[src/fault_pkg.sv]
// constants and types shared by the fault response logic
package fault_pkg;

	// ----------------------------------------------------------------
	// register offsets (byte addresses)
	// ----------------------------------------------------------------
	localparam logic [7:0] REG_CONFIG  = 8'h00;
	localparam logic [7:0] REG_TIMING  = 8'h04;
	localparam logic [7:0] REG_LEVELS  = 8'h08;
	localparam logic [7:0] REG_STATUS  = 8'h0c;
	localparam logic [7:0] REG_CONTROL = 8'h10;

	// ----------------------------------------------------------------
	// reset values
	// ----------------------------------------------------------------
	localparam logic [31:0] CONFIG_RESET = 32'h0000_0001;
	localparam logic [31:0] TIMING_RESET = 32'h0a0a_0404;
	localparam logic [31:0] LEVELS_RESET = 32'h0000_c0c0;

	// ----------------------------------------------------------------
	// field positions
	// ----------------------------------------------------------------
	localparam int CFG_OVERVOLT_PROTECT_ENABLE     = 0;
	localparam int CFG_OVERVOLT_THRESHOLD_SELECT    = 1;
	localparam int CFG_THERMAL_WARNING_REPORT_ENABLE    = 2;
	localparam int CFG_OVERCURRENT_RESPONSE_MODE   = 3;
	localparam int CFG_ILIM_MODE  = 8;
	localparam int CFG_MLOCK_MODE = 12;
	localparam int CFG_LOCK_EN    = 16;
	localparam int TIM_OVERCURRENT_DEGLITCH    = 0;
	localparam int TIM_ILIM_DEG   = 8;
	localparam int TIM_FET_RETRY  = 16;
	localparam int TIM_LOCK_RETRY_TIME  = 24;
	localparam int LEV_OCP        = 0;
	localparam int LEV_ILIM       = 8;
	localparam int ST_DRV_FAULT   = 0;
	localparam int ST_PUMP_UV     = 1;
	localparam int ST_OVP         = 2;
	localparam int ST_OCP         = 3;
	localparam int ST_OT          = 4;
	localparam int ST_OTW         = 5;
	localparam int ST_OTS         = 6;
	localparam int ST_CTRL_FAULT  = 8;
	localparam int ST_ILIM        = 9;
	localparam int ST_MLOCK       = 10;
	localparam int ST_LOCK_COND   = 11;
	localparam int ST_FET_OCP     = 16;
	localparam int ST_FET_STATE   = 24;
	localparam int CTL_CLEAR      = 0;

	// ----------------------------------------------------------------
	// sizes
	// ----------------------------------------------------------------
	localparam int N_FET    = 6;
	localparam int N_LOCK   = 3;
	localparam int N_DEG    = 8;
	localparam int DEG_BUCK = 6;
	localparam int DEG_ILIM = 7;

	// ----------------------------------------------------------------
	// timing
	// ----------------------------------------------------------------
	localparam int              CLK_MHZ           = 25;
	localparam int              RETRY_TICK_US     = 100;
	localparam logic [15:0]     RETRY_TICK_CYCLES = 16'(RETRY_TICK_US * CLK_MHZ);

	// ----------------------------------------------------------------
	// modes and states
	// ----------------------------------------------------------------
	localparam logic [1:0] OCP_LATCH  = 2'h0;
	localparam logic [1:0] OCP_RETRY  = 2'h1;
	localparam logic [1:0] OCP_REPORT = 2'h2;
	localparam logic [1:0] OCP_OFF    = 2'h3;

	typedef enum logic [2:0] {
		FET_NORMAL  = 3'h0,
		FET_ALL_OFF = 3'h1,
		FET_RECIRC  = 3'h2,
		FET_HS_ON   = 3'h3,
		FET_LS_ON   = 3'h4
	} fet_state_t;

	typedef enum logic [1:0] {
		RESP_IDLE  = 2'h0,
		RESP_RETRY = 2'h1,
		RESP_LATCH = 2'h2
	} resp_t;

endpackage

[src/deglitch_if.sv]
// link between the fault core and one deglitch filter
`timescale 1ns/1ns
interface deglitch_if;
	logic       cond;
	logic [7:0] limit;
	logic       qualified;

	modport filter (input cond, input limit, output qualified);
	modport user   (output cond, output limit, input qualified);
endinterface

[src/fault_core.sv]
// fault detection and response core with an APB register slave
`timescale 1ns/1ns
module fault_core (
	input  wire logic                ref_clk,
	input  wire logic                rst,
	input  wire logic                psel,
	input  wire logic                penable,
	input  wire logic                pwrite,
	input  wire logic [7:0]          paddr,
	input  wire logic [31:0]         pwdata,
	output logic                     pready,
	output logic [31:0]              prdata,
	output logic                     pslverr,
	input  wire logic                pump_undervolt_event,
	input  wire logic                supply_above_low,
	input  wire logic                supply_above_high,
	input  wire logic [5:0][7:0]     fet_current,
	input  wire logic                buck_hs_overcurrent,
	input  wire logic                buck_undervolt_event,
	input  wire logic [7:0]          csa_level,
	input  wire logic                temp_over_warning,
	input  wire logic                temp_below_warn_hys,
	input  wire logic                temp_over_shutdown,
	input  wire logic                temp_below_shut_hys,
	input  wire logic [2:0]          lock_cond,
	output logic                     fault_out_n,
	output fault_pkg::fet_state_t    fet_state,
	output logic                     pump_enable,
	output logic                     buck_fet_hiz,
	output logic                     reset_request
);

	// ----------------------------------------------------------------
	// state
	// ----------------------------------------------------------------
	typedef struct packed {
		logic [31:0]           cfg;
		logic [31:0]           timing;
		logic [31:0]           levels;
		logic                  pready;
		logic [31:0]           prdata;
		logic                  pslverr;
		logic                  clr;
		logic [15:0]           tick_cnt;
		logic                  tick;
		fault_pkg::resp_t      ocp_st;
		fault_pkg::resp_t      ilim_st;
		fault_pkg::resp_t      ml_st;
		logic [7:0]            ocp_cnt;
		logic [7:0]            ilim_cnt;
		logic [7:0]            ml_cnt;
		logic                  otw_act;
		logic                  tsd_act;
		logic                  f_drv;
		logic                  f_pump;
		logic                  f_ovp;
		logic                  f_ocp;
		logic                  f_ot;
		logic                  f_otw;
		logic                  f_ots;
		logic                  f_ctrl;
		logic                  f_ilim;
		logic                  f_mlock;
		logic [2:0]            f_lock;
		logic [5:0]            f_fet;
		fault_pkg::fet_state_t fet;
		logic                  fault_n;
		logic                  pump_en;
		logic                  buck_hiz;
		logic                  reset_req;
	} core_state_t;

	core_state_t st_r;
	core_state_t st_nxt;

	// ----------------------------------------------------------------
	// deglitch filters: six FETs, buck high side, current limit
	// ----------------------------------------------------------------
	logic [7:0] qual;
	deglitch_if dg [fault_pkg::N_DEG] ();

	genvar gi;
	generate
		for (gi = 0; gi < fault_pkg::N_DEG; gi++)
		begin : g_deg
			if (gi < fault_pkg::N_FET)
			begin : g_fet
				assign dg[gi].cond  = fet_current[gi] >
					st_r.levels[fault_pkg::LEV_OCP +: 8];
				assign dg[gi].limit = st_r.timing[fault_pkg::TIM_OVERCURRENT_DEGLITCH +: 8];
			end
			else if (gi == fault_pkg::DEG_BUCK)
			begin : g_buck
				assign dg[gi].cond  = buck_hs_overcurrent;
				assign dg[gi].limit = st_r.timing[fault_pkg::TIM_OVERCURRENT_DEGLITCH +: 8];
			end
			else
			begin : g_ilim
				assign dg[gi].cond  = csa_level >
					st_r.levels[fault_pkg::LEV_ILIM +: 8];
				assign dg[gi].limit = st_r.timing[fault_pkg::TIM_ILIM_DEG +: 8];
			end
			deglitch_filter u_deg (
				.ref_clk (ref_clk),
				.rst     (rst),
				.port    (dg[gi])
			);
			assign qual[gi] = dg[gi].qualified;
		end
	endgenerate

	// ----------------------------------------------------------------
	// helpers
	// ----------------------------------------------------------------
	function automatic fault_pkg::resp_t resp_step(input fault_pkg::resp_t cur,
		input logic latch_m, input logic retry_m, input logic ev,
		input logic clr, input logic expired);
		case (cur)
			fault_pkg::RESP_IDLE:
				if (ev && latch_m)
					resp_step = fault_pkg::RESP_LATCH;
				else if (ev && retry_m)
					resp_step = fault_pkg::RESP_RETRY;
				else
					resp_step = fault_pkg::RESP_IDLE;
			fault_pkg::RESP_LATCH:
				resp_step = (clr && !ev) ? fault_pkg::RESP_IDLE : fault_pkg::RESP_LATCH;
			fault_pkg::RESP_RETRY:
				resp_step = expired ? fault_pkg::RESP_IDLE : fault_pkg::RESP_RETRY;
			default:
				resp_step = fault_pkg::RESP_IDLE;
		endcase
	endfunction

	function automatic logic [7:0] retry_cnt(input fault_pkg::resp_t cur,
		input fault_pkg::resp_t nxt, input logic [7:0] cnt,
		input logic [7:0] load, input logic tick);
		if (cur != fault_pkg::RESP_RETRY && nxt == fault_pkg::RESP_RETRY)
			retry_cnt = (load == 8'h00) ? 8'h01 : load;
		else if (tick && cnt != 8'h00)
			retry_cnt = cnt - 8'h01;
		else
			retry_cnt = cnt;
	endfunction

	// set wins over clear
	function automatic logic sticky(input logic cur, input logic set, input logic clr);
		sticky = set || (cur && !clr);
	endfunction

	function automatic fault_pkg::fet_state_t fet_sel(input logic [1:0] low);
		case (low)
			2'h0:    fet_sel = fault_pkg::FET_ALL_OFF;
			2'h1:    fet_sel = fault_pkg::FET_RECIRC;
			2'h2:    fet_sel = fault_pkg::FET_HS_ON;
			default: fet_sel = fault_pkg::FET_LS_ON;
		endcase
	endfunction

	// ----------------------------------------------------------------
	// decode
	// ----------------------------------------------------------------
	logic [1:0] overcurrent_response_mode;
	logic [3:0] ilim_mode;
	logic [3:0] ml_mode;
	logic       ovp_cond;
	logic       ocp_on;
	logic       ocp_ev;
	logic       ilim_ev;
	logic       ml_ev;
	logic [2:0] lock_hit;
	logic       ocp_exp;
	logic       ilim_exp;
	logic       ml_exp;
	logic       access;
	logic       mapped;

	always_comb
	begin
		overcurrent_response_mode  = st_r.cfg[fault_pkg::CFG_OVERCURRENT_RESPONSE_MODE +: 2];
		ilim_mode = st_r.cfg[fault_pkg::CFG_ILIM_MODE +: 4];
		ml_mode   = st_r.cfg[fault_pkg::CFG_MLOCK_MODE +: 4];
		ovp_cond  = st_r.cfg[fault_pkg::CFG_OVERVOLT_PROTECT_ENABLE] &&
			(st_r.cfg[fault_pkg::CFG_OVERVOLT_THRESHOLD_SELECT] ? supply_above_high : supply_above_low);
		ocp_on    = overcurrent_response_mode != fault_pkg::OCP_OFF;
		ocp_ev    = ocp_on && (|qual[fault_pkg::N_FET-1:0]);
		ilim_ev   = qual[fault_pkg::DEG_ILIM] && !(ilim_mode[3] && ilim_mode[0]);
		lock_hit  = lock_cond & st_r.cfg[fault_pkg::CFG_LOCK_EN +: 3];
		ml_ev     = (|lock_hit) && !(ml_mode[3] && ml_mode[0]);
		ocp_exp   = st_r.ocp_st == fault_pkg::RESP_RETRY && st_r.ocp_cnt == 8'h00;
		ilim_exp  = st_r.ilim_st == fault_pkg::RESP_RETRY && st_r.ilim_cnt == 8'h00;
		ml_exp    = st_r.ml_st == fault_pkg::RESP_RETRY && st_r.ml_cnt == 8'h00;
		access    = psel && penable;
		mapped    = paddr == fault_pkg::REG_CONFIG || paddr == fault_pkg::REG_TIMING ||
			paddr == fault_pkg::REG_LEVELS || paddr == fault_pkg::REG_STATUS ||
			paddr == fault_pkg::REG_CONTROL;
	end

	// ----------------------------------------------------------------
	// next state
	// ----------------------------------------------------------------
	always_comb
	begin
		st_nxt = st_r;

		// apb: one wait state, completion on the edge where pready is high
		st_nxt.pready  = access && !st_r.pready;
		st_nxt.pslverr = access && !st_r.pready && !mapped;
		st_nxt.prdata  = 32'h0000_0000;
		if (access && !st_r.pready)
		begin
			case (paddr)
				fault_pkg::REG_CONFIG: st_nxt.prdata = st_r.cfg;
				fault_pkg::REG_TIMING: st_nxt.prdata = st_r.timing;
				fault_pkg::REG_LEVELS: st_nxt.prdata = st_r.levels;
				fault_pkg::REG_STATUS:
				begin
					st_nxt.prdata[fault_pkg::ST_DRV_FAULT]        = st_r.f_drv;
					st_nxt.prdata[fault_pkg::ST_PUMP_UV]          = st_r.f_pump;
					st_nxt.prdata[fault_pkg::ST_OVP]              = st_r.f_ovp;
					st_nxt.prdata[fault_pkg::ST_OCP]              = st_r.f_ocp;
					st_nxt.prdata[fault_pkg::ST_OT]               = st_r.f_ot;
					st_nxt.prdata[fault_pkg::ST_OTW]              = st_r.f_otw;
					st_nxt.prdata[fault_pkg::ST_OTS]              = st_r.f_ots;
					st_nxt.prdata[fault_pkg::ST_CTRL_FAULT]       = st_r.f_ctrl;
					st_nxt.prdata[fault_pkg::ST_ILIM]             = st_r.f_ilim;
					st_nxt.prdata[fault_pkg::ST_MLOCK]            = st_r.f_mlock;
					st_nxt.prdata[fault_pkg::ST_LOCK_COND +: 3]   = st_r.f_lock;
					st_nxt.prdata[fault_pkg::ST_FET_OCP +: 6]     = st_r.f_fet;
					st_nxt.prdata[fault_pkg::ST_FET_STATE +: 3]   = st_r.fet;
				end
				default: st_nxt.prdata = 32'h0000_0000;
			endcase
		end
		st_nxt.clr = 1'b0;
		if (access && st_r.pready && pwrite && !st_r.pslverr)
		begin
			case (paddr)
				fault_pkg::REG_CONFIG:  st_nxt.cfg    = pwdata;
				fault_pkg::REG_TIMING:  st_nxt.timing = pwdata;
				fault_pkg::REG_LEVELS:  st_nxt.levels = pwdata;
				fault_pkg::REG_CONTROL: st_nxt.clr    = pwdata[fault_pkg::CTL_CLEAR];
				default:                st_nxt.clr    = 1'b0;
			endcase
		end

		// retry time base
		st_nxt.tick     = st_r.tick_cnt == fault_pkg::RETRY_TICK_CYCLES - 16'h0001;
		st_nxt.tick_cnt = st_nxt.tick ? 16'h0000 : st_r.tick_cnt + 16'h0001;

		// response sequencers
		st_nxt.ocp_st  = resp_step(st_r.ocp_st, overcurrent_response_mode == fault_pkg::OCP_LATCH,
			overcurrent_response_mode == fault_pkg::OCP_RETRY, ocp_ev, st_r.clr, ocp_exp);
		st_nxt.ilim_st = resp_step(st_r.ilim_st, ilim_mode[3:2] == 2'h0,
			ilim_mode[3:2] == 2'h1, ilim_ev, st_r.clr, ilim_exp);
		st_nxt.ml_st   = resp_step(st_r.ml_st, ml_mode[3:2] == 2'h0,
			ml_mode[3:2] == 2'h1, ml_ev, st_r.clr, ml_exp);
		st_nxt.ocp_cnt  = retry_cnt(st_r.ocp_st, st_nxt.ocp_st, st_r.ocp_cnt,
			st_r.timing[fault_pkg::TIM_FET_RETRY +: 8], st_r.tick);
		st_nxt.ilim_cnt = retry_cnt(st_r.ilim_st, st_nxt.ilim_st, st_r.ilim_cnt,
			st_r.timing[fault_pkg::TIM_LOCK_RETRY_TIME +: 8], st_r.tick);
		st_nxt.ml_cnt   = retry_cnt(st_r.ml_st, st_nxt.ml_st, st_r.ml_cnt,
			st_r.timing[fault_pkg::TIM_LOCK_RETRY_TIME +: 8], st_r.tick);

		// thermal hysteresis
		st_nxt.otw_act = temp_over_warning || (st_r.otw_act && !temp_below_warn_hys);
		st_nxt.tsd_act = temp_over_shutdown || (st_r.tsd_act && !temp_below_shut_hys);

		// sticky flags
		st_nxt.f_pump = sticky(st_r.f_pump, pump_undervolt_event,
			st_r.clr && !pump_undervolt_event);
		st_nxt.f_ovp  = sticky(st_r.f_ovp, ovp_cond, st_r.clr && !ovp_cond);
		st_nxt.f_ocp  = sticky(st_r.f_ocp, ocp_ev, st_r.clr && !ocp_ev);
		for (int i = 0; i < fault_pkg::N_FET; i++)
			st_nxt.f_fet[i] = sticky(st_r.f_fet[i], ocp_on && qual[i],
				st_r.clr && !qual[i]);
		st_nxt.f_drv  = sticky(st_r.f_drv,
			pump_undervolt_event || ovp_cond || ocp_ev || st_r.tsd_act,
			(st_r.clr && !pump_undervolt_event && !ovp_cond && !ocp_ev && !st_r.tsd_act)
			|| ocp_exp);
		st_nxt.f_otw  = sticky(st_r.f_otw,
			st_r.otw_act && st_r.cfg[fault_pkg::CFG_THERMAL_WARNING_REPORT_ENABLE],
			st_r.clr && !st_r.otw_act);
		st_nxt.f_ots  = sticky(st_r.f_ots, st_r.tsd_act, st_r.clr && !st_r.tsd_act);
		st_nxt.f_ot   = sticky(st_r.f_ot,
			(st_r.otw_act && st_r.cfg[fault_pkg::CFG_THERMAL_WARNING_REPORT_ENABLE]) || st_r.tsd_act,
			st_r.clr && !st_r.otw_act && !st_r.tsd_act);
		st_nxt.f_ilim = sticky(st_r.f_ilim, ilim_ev,
			(st_r.clr && !ilim_ev) || ilim_exp);
		st_nxt.f_mlock = sticky(st_r.f_mlock, ml_ev, (st_r.clr && !ml_ev) || ml_exp);
		for (int i = 0; i < fault_pkg::N_LOCK; i++)
			st_nxt.f_lock[i] = sticky(st_r.f_lock[i], ml_ev && lock_hit[i],
				(st_r.clr && !lock_hit[i]) || ml_exp);
		st_nxt.f_ctrl = sticky(st_r.f_ctrl, ilim_ev || ml_ev,
			(st_r.clr && !ilim_ev && !ml_ev) || ilim_exp || ml_exp);

		// power stage control, shutdown causes first
		if (pump_undervolt_event || ovp_cond || st_r.tsd_act ||
			st_r.ocp_st != fault_pkg::RESP_IDLE)
			st_nxt.fet = fault_pkg::FET_ALL_OFF;
		else if (st_r.ilim_st != fault_pkg::RESP_IDLE)
			st_nxt.fet = fet_sel(ilim_mode[1:0]);
		else if (st_r.ml_st != fault_pkg::RESP_IDLE)
			st_nxt.fet = fet_sel(ml_mode[1:0]);
		else
			st_nxt.fet = fault_pkg::FET_NORMAL;
		st_nxt.fault_n = !(pump_undervolt_event || ovp_cond || st_r.tsd_act ||
			(st_r.otw_act && st_r.cfg[fault_pkg::CFG_THERMAL_WARNING_REPORT_ENABLE]) ||
			st_r.ocp_st != fault_pkg::RESP_IDLE || st_r.ilim_st != fault_pkg::RESP_IDLE ||
			st_r.ml_st != fault_pkg::RESP_IDLE);
		st_nxt.pump_en   = !st_r.tsd_act;
		st_nxt.buck_hiz  = qual[fault_pkg::DEG_BUCK] || buck_undervolt_event;
		st_nxt.reset_req = qual[fault_pkg::DEG_BUCK] || buck_undervolt_event;
	end

	// ----------------------------------------------------------------
	// registers
	// ----------------------------------------------------------------
	always_ff @(posedge ref_clk)
	begin
		if (rst)
		begin
			st_r         <= '0;
			st_r.cfg     <= fault_pkg::CONFIG_RESET;
			st_r.timing  <= fault_pkg::TIMING_RESET;
			st_r.levels  <= fault_pkg::LEVELS_RESET;
			st_r.ocp_st  <= fault_pkg::RESP_IDLE;
			st_r.ilim_st <= fault_pkg::RESP_IDLE;
			st_r.ml_st   <= fault_pkg::RESP_IDLE;
			st_r.fet     <= fault_pkg::FET_NORMAL;
			st_r.fault_n <= 1'b1;
			st_r.pump_en <= 1'b1;
		end
		else
			st_r <= st_nxt;
	end

	assign pready        = st_r.pready;
	assign prdata        = st_r.prdata;
	assign pslverr       = st_r.pslverr;
	assign fault_out_n   = st_r.fault_n;
	assign fet_state     = st_r.fet;
	assign pump_enable   = st_r.pump_en;
	assign buck_fet_hiz  = st_r.buck_hiz;
	assign reset_request = st_r.reset_req;
endmodule // fault_core

[src/deglitch_filter.sv]
// qualifies a raw comparator level held longer than a cycle limit
`timescale 1ns/1ns
module deglitch_filter (
	input  wire logic         ref_clk,
	input  wire logic         rst,
	deglitch_if.filter        port
);

	typedef struct packed {
		logic [7:0] cnt;
		logic       q;
	} dg_state_t;

	dg_state_t st_r;
	dg_state_t st_nxt;

	always_comb
	begin
		st_nxt = st_r;
		if (!port.cond)
		begin
			st_nxt.cnt = 8'h00;
			st_nxt.q   = 1'b0;
		end
		else if (st_r.cnt < port.limit)
		begin
			st_nxt.cnt = st_r.cnt + 8'h01;
			st_nxt.q   = 1'b0;
		end
		else
		begin
			st_nxt.q = 1'b1;
		end
	end

	always_ff @(posedge ref_clk)
	begin
		if (rst)
			st_r <= '0;
		else
			st_r <= st_nxt;
	end

	assign port.qualified = st_r.q;
endmodule // deglitch_filter

[config.mk]
export PLATFORM = sky130hd
export DESIGN_NAME = fault_core
export DESIGN_NICKNAME = d
export VERILOG_FILES = /design/src/fault_pkg.sv /design/src/deglitch_if.sv /design/src/fault_core.sv /design/src/deglitch_filter.sv
export SDC_FILE = /design/constraint.sdc
export NUM_CORES = 1
export LEC_CHECK = 0
export BUFFER_PORTS_ARGS = -buffer_cell sky130_fd_sc_hd__buf_2
export CAP_MARGIN = 15
export CORE_MARGIN = 10
export CORE_UTILIZATION = 35
export CTS_CLUSTER_DIAMETER = 120
export DETAILED_ROUTE_END_ITERATION = 8
export GPL_ROUTABILITY_DRIVEN = 0
export PLACE_DENSITY = 0.61
export SYNTH_ARGS = -nofsm -noshare
export SYNTH_HDL_FRONTEND = slang
export SYNTH_HIERARCHICAL = 1
export SYNTH_SLANG_ARGS = --single-unit
[constraint.sdc]
create_clock -name ref_clk -period 2.6 [get_ports ref_clk]
set_clock_uncertainty 0.05 [all_clocks]
set_input_delay 0.39 -clock ref_clk [delete_from_list [all_inputs] [get_ports ref_clk]]
set_output_delay 0.39 -clock ref_clk [all_outputs]
set_load 0.03 [all_outputs]
==> metrics.cfg, run 1 <==
[timing]
hold_viol_final = 0
max_freq_ghz = 0.419
setup_viol = 0
fin_crit_sh = 0.918
timing.final.ws_setup_ns = 0.214
rsz0062_at_grt = false
relSlewSlack = 0.516
layout_min_cycle_time_ns = 2.39
worst_slew_pin_slew_ns = 0.716
drv_slew = 0
tns_ns = 0

[floorplanning]
fp.dieW_um = 227
ios = 154
die_h_um = 227
fp-row-count = 75
start_util = 0.355
die-area_um2 = 51300
core_area_um2 = 42000

[logic_synthesis]
syn_nets = 2009
yosys-top-cells-area = dfxtp_1 (37%), ha_1 (11%), a21oi_1 (6.3%), nand2_1 (6.2%), mux4_2 (3.3%)
synthArstFlopShare = 0
synth_top_cell_area_share = 0.371
synth-edff-count = 0
synth-seq-cells = 277
synthCells = 1763
ys_warn_count = 6
yosysTopAreaCell = dfxtp_1
ys_seq_area_frac = 0.371
syn_area_per_cell_um2 = 8.47
synthFlopType = dfxtp_1
synthDistinctLibCells = 70
netlist_area_um2 = 14900

[place]
dp_hpwl_um = 30200
io_buffers = 153
dp_slack_ns = 0.145

[critical_path]
cp_max_fo = 12
path_class = flop to flop
cp.arrival_ns = 2.86
required_ns = 3.07
cp-start-kind = flop
cp-end-kind = flop

[final_layout]
synthToLayoutAreaGrowth_pct = 16.1
nNetsFinal = 2140
utilization = 0.413
mostFrequentLayoutCells = dfxtp_1 (276), nand2_1 (248), a21oi_1 (187)
drive_above_1_share = 0.161
layout_commonest_cell = dfxtp_1

[global_route]
antenna_found_initial = 3
grt_overflow = 0
grt_start_max_net_pins = 119
grt_pass1_wl_um = 67300
grt_pass1_vias = 12800
grtUsageTotal = 0.161

[route]
route.detailed.drc = 0
ant_nets = 0
avgViaCountPerCell = 5.25
vias = 12900
drt-wirelength-per-cell_um = 17.2
dr.pass1.iters = 8
first_iter_violations = 714
routed_wl_um = 42300

[power_and_ir_drop]
peakVddDrop_mv = 0.390
finalPower_w = 0.00944
power.density_nw_per_um2 = 544
p_leak_nw = 6.72

[clock_network]
clockBufferDepth = 3
cts-htree-levels = 1
insertion_delay_ns = 0.59
cts_tree = built
path_clk_slew_ns = 0.07
cts_setup_buffers = 0
numClockSinks = 277
clockRootBuffer = clkbuf_16
cts_buffers = 30

[min_path]
hold_path.class = input port to flop

[run]
maxCapViolations = 0

[status]
status = finished, final reports clean

## where the power goes
part | switching, W | internal [W]
clock network | 0.00191 | 0.00275
registers | 0.0000309 | 0.00427
logic | 0.000270 | 0.000209
## final timing paths
path	end	slack, ns	depth (start not counted)	start
setup / recovery	g_deg[4].u_deg/st_r[8]	0.21	7	dg[0].limit[5]
hold / removal	st_r[115]	0.02	3	pwdata[5]
setup reg to reg	g_deg[4].u_deg/st_r[8]	0.21	7	dg[0].limit[5]
hold reg to reg	st_r[202]	0.40	2	st_r[202]
## cell usage after synthesis (all sizes together), types with 5 or more instances
cell,number
nand2b,9
nor2,125
o31ai,10
a21oi,197
mux2i,13
xor2,12
inv,116
a211o,8
clkbuf,36
and4,16
and2,10
o211ai,5
nand2,258
ha,133
nor2b,43
dfxtp,277
a21o,14
nor4,15
nand4,20
nor3,19
mux4,22
or4,17
nand4b,5
or3,43
xnor2,20
a22oi,5
a211oi,35
nand3,64
o21a,6
o21ai,82
buf,67
a32o,6
## stage by stage
stage / instances / hold slack [ns] / area (µm²)
2_1_floorplan: 1763 / 0.346 / 14900
3_3_place_gp: 2381 / 0.381 / 16000
3_5_place_dp: 2381 / 0.392 / 16000
4_1_cts: 2457 / 0.000500 / 17300
5_1_grt: 2460 / 0.0156 / 17300
6_report: 2461 / 0.0242 / 17400
## per-layer routing
| metal | routed length [µm] | up-vias | part of all wire | track usage |
|---|---|---|---|---|
| met1 | 19400 | 6105 | 0.46 | 0.209 |
| met3 | 2540 | 52 | 0.060 | 0.0295 |
| met4 | 1030 | 0 | 0.024 | 0.0459 |
| met5 | 0 | - | 0 | 0 |
| li1 | - | 6440 | - | - |
| met2 | 19400 | 322 | 0.46 | 0.268 |
## kinds of logic (layout without fill, tap and decap cells)
| family | Yosys count | count (layout) | share of synthesized area |
|---|---|---|---|
| AO/OA/AOI/OAI | 394 | 394 | 0.159 |
| XOR/XNOR | 32 | 32 | 0.0188 |
| adder cells (fa/ha/maj) | 134 | 134 | 0.112 |
| buffers and inverters | 219 | 374 | 0.0719 |
| flip-flops | 277 | 277 | 0.371 |
| multiplexers | 37 | 37 | 0.0434 |
| other | 0 | 4 | 0 |
| AND/OR/NAND/NOR | 670 | 670 | 0.223 |
## worst max-delay path: stages, from the launching register on
cell and delay [ns]:
dfxtp_1 0.58, inv_1 0.09, ha_1 0.30, a211oi_1 0.21, nor2_1 0.07, a211o_1 0.36
or4_1 0.53, a21oi_1 0.14
## registers in the layout (all words and copies together) (netlist names)
register and cells:
fet_state 3, pready 1, ilim_mode 4, g_deg.u_deg/port.qualified 8, overcurrent_response_mode 2, pump_enable 1, ml_mode 4, reset_request 1
dg.limit 16, prdata 32, g_deg.u_deg/st_r 64, fault_out_n 1, pslverr 1, st_r 139
## layout make-up
cell class	instances	area [µm²]
antenna	4	10.0
clock buffer	34	806
clock inverter	22	289
fill	4162	24700
inverter	116	435
multi-input combinational	1267	8330
sequential	277	5550
tap	539	674
timing repair buffer	202	1260
## timing repair
action,CTS,global route
endpoints found under the setup margin,0,2
endpoints found under the hold margin,37,0
resized for setup,0,1
hold buffers,20,0
Power figures use the tool's default switching activity.
==> run 2, diff against run 1 <==
Clock period 2.6 ns to 2.3 ns, I/O delays scaled along.
==> run 2 against run 1 <==
- utilization increased by 1.3 points
- largest power group unchanged
- sequential power increased by 13%
- highest routed layer is now met5
- die area unchanged
- critical path type unchanged
- non-clock buffer count increased by 55
- clock power increased by 5.4%
- critical path depth increased by 2
- total power increased by 9.8%
- sequential share of layout area decreased by 0.92 points
- global-route usage increased by 0.18 points
==> metrics.cfg, run 2 (synthesis gave the netlist of run 1 again) <==
[min_path]
hold_path.class = input port to flop  ; unchanged
min_path_cells = 3  ; unchanged

[power_and_ir_drop]
swShare = 0.228  ; was 0.234
combPwrFrac = 0.057  ; was 0.051
peakVddDrop_mv = 0.495  ; was 0.390 mV
clock_power_share = 0.474  ; was 0.494
power.density_nw_per_um2 = 579  ; was 544 nW/µm²
switching_power_w = 0.00236  ; was 0.00221 W
internal_power_w = 0.00799  ; was 0.00723 W
p_leak_nw = 6.98  ; was 6.72 nW
p_seq_frac = 0.469  ; was 0.455

[status]
status = finished, final reports clean  ; unchanged

[critical_path]
cp_max_fo = 6  ; was 12
cp-start-kind = flop  ; unchanged
cp.arrival_ns = 2.63  ; was 2.86 ns
crit_path_top_delay_cell = dfxtp_1  ; unchanged
cp-end-kind = flop  ; unchanged
required_ns = 2.71  ; was 3.07 ns
r2r_cells = 9  ; was 7
critPathMaxStageDelay_ns = 0.43  ; was 0.58 ns
cp.depth = 9  ; was 7
path_class = flop to flop  ; unchanged
cp_cell_sequence = inv_1 -> ha_1 -> and3_1 -> a221o_1 -> a21oi_1 -> a31oi_1 -> nor2b_1 -> nand3_1 -> o21ai_0  ; was inv_1 -> ha_1 -> a211oi_1 -> nor2_1 -> a211o_1 -> or4_1 -> a21oi_1
critPathBufInv = 1  ; unchanged
cpLargestDelayFamily = compound AO/OA/AOI/OAI gates  ; unchanged

[timing]
max_freq_ghz = 0.451  ; was 0.419 GHz
hold_viol_final = 0  ; unchanged
worst_slew_pin_slew_ns = 1.15  ; was 0.716 ns
drv_slew = 0  ; unchanged
fin_crit_sh = 0.963  ; was 0.918
setup_viol = 0  ; unchanged
relSlewSlack = 0.230  ; was 0.516
layout_min_cycle_time_ns = 2.22  ; was 2.39 ns
rsz0062_at_grt = true  ; was false

[clock_network]
path_clk_slew_ns = 0.06  ; was 0.07 ns
cts-htree-levels = 1  ; unchanged
cts_buffers = 31  ; was 30
clockRootBuffer = clkbuf_16  ; unchanged
clockBufferDepth = 3  ; unchanged
cts_tree = built  ; unchanged
numClockSinks = 277  ; unchanged
insertion_delay_ns = 0.58  ; was 0.59 ns

[route]
routed_wl_um = 42900  ; was 42,300 µm
ant_nets = 0  ; unchanged
met1Wirelength_um = 19900  ; was 19,400 µm
drt-wirelength-per-cell_um = 17.1  ; was 17.2 µm
top_layer = met5  ; was met4
vias = 13100  ; was 12,900
route.detailed.drc = 0  ; unchanged
avgViaCountPerCell = 5.21  ; was 5.25
routed-wl-met2_um = 19400  ; about the same
dr.pass1.iters = 5  ; was 8
wl_met3_um = 2580  ; was 2540 µm
first_iter_violations = 891  ; was 714

[global_route]
grt_pass1_vias = 12700  ; was 12,800
grt_pass1_wl_um = 68000  ; was 67,300 µm
grt_overflow = 0  ; unchanged
grt_start_max_net_pins = 115  ; was 119
grtUsageTotal = 0.163  ; was 0.161
antenna_found_initial = 2  ; was 3

[final_layout]
drive_above_1_share = 0.177  ; was 0.161
finalInstanceArea_um2 = 17900  ; was 17,400 µm²
synthToLayoutAreaGrowth_pct = 19.8  ; was 16.1%
mostFrequentLayoutCells = dfxtp_1 (271), nand2_1 (248), a21oi_1 (180)  ; was dfxtp_1 (276), nand2_1 (248), a21oi_1 (187)
largest_reg_flops = 139  ; unchanged
utilization = 0.426  ; was 0.413
nNetsFinal = 2196  ; was 2,140
largest-register = st_r  ; unchanged
layout_commonest_cell = dfxtp_1  ; unchanged

[place]
dp_hpwl_um = 30600  ; was 30,200 µm
io_buffers = 153  ; unchanged
placedInstanceArea_um2 = 16300  ; was 16,000 µm²

[floorplanning]
start_util = 0.355  ; unchanged
fp-row-count = 75  ; unchanged
die_h_um = 227  ; unchanged
fp.dieW_um = 227  ; unchanged
core_area_um2 = 42000  ; unchanged
die-area_um2 = 51300  ; unchanged
ios = 154  ; unchanged

[run]
maxCapViolations = 0  ; unchanged

[run 2: layout make-up]
class | instances | area, µm²
Fill cell | 4152 | 24100
Multi-Input combinational cell | 1267 | 8420
Sequential cell | 277 | 5560
Timing Repair Buffer | 257 | 1810
Clock buffer | 47 | 896
Tap cell | 539 | 674
Inverter | 116 | 435
Clock inverter | 8 | 108
Antenna cell | 1 | 2.50
[run 2: worst min-delay path, cell delays in order]
cell and delay (ns):
buf_2 0.12, nand3_1 0.09, a21oi_1 0.06
[run 2: routing by layer]
metal  vias to the layer above  global-route usage
li1                       6545                   -
met1                      6122               0.218
met2                       344               0.263
met3                        67              0.0310
met4                         2              0.0444
met5                         -                   0
[run 2: path summary, 6_finish.rpt]
check	start	endpoint	slack, ns
worst max register to register	st_r[112]	g_deg[4].u_deg/st_r[2]	0.08
worst min-delay path	lock_cond[1]	st_r[14]	0.04
worst max-delay path	st_r[112]	g_deg[4].u_deg/st_r[2]	0.08
worst min register to register	st_r[202]	st_r[202]	0.40
[run 2: metrics by stage]
stage | setup TNS, ns | hold WS (ns) | worst slack (ns) | power [W] | instances
after floorplan | 0 | 0.346 | 0.155 | 0.00523 | 1763
after global placement | -0.0357 | 0.378 | -0.00911 | 0.00547 | 2410
after detailed placement | -1.05 | 0.392 | -0.0801 | 0.00548 | 2410
after CTS | 0 | 0.0165 | 0.0103 | 0.0105 | 2510
after global routing | -0.140 | 0.0259 | -0.0593 | 0.0107 | 2512
final | 0 | 0.0386 | 0.0843 | 0.0104 | 2512
[run 2: repair_timing]
action                     in CTS  in global routing
buffers inserted                0                  1
setup endpoints to repair      33                 55
hold endpoints to repair      103                  0
pin swaps                       0                 16
gates resized for setup         3                 30
hold buffers                   45                  0
[run 2: power groups by stage]
stage	Sequential [W]	Clock [W]	Combinational [W]
2_1_floorplan	0.00496	0	0.000273
3_3_place_gp	0.00496	0	0.000509
3_5_place_dp	0.00496	0	0.000520
4_1_cts	0.00486	0.00503	0.000587
5_1_grt	0.00486	0.00524	0.000651
6_report	0.00486	0.00491	0.000590
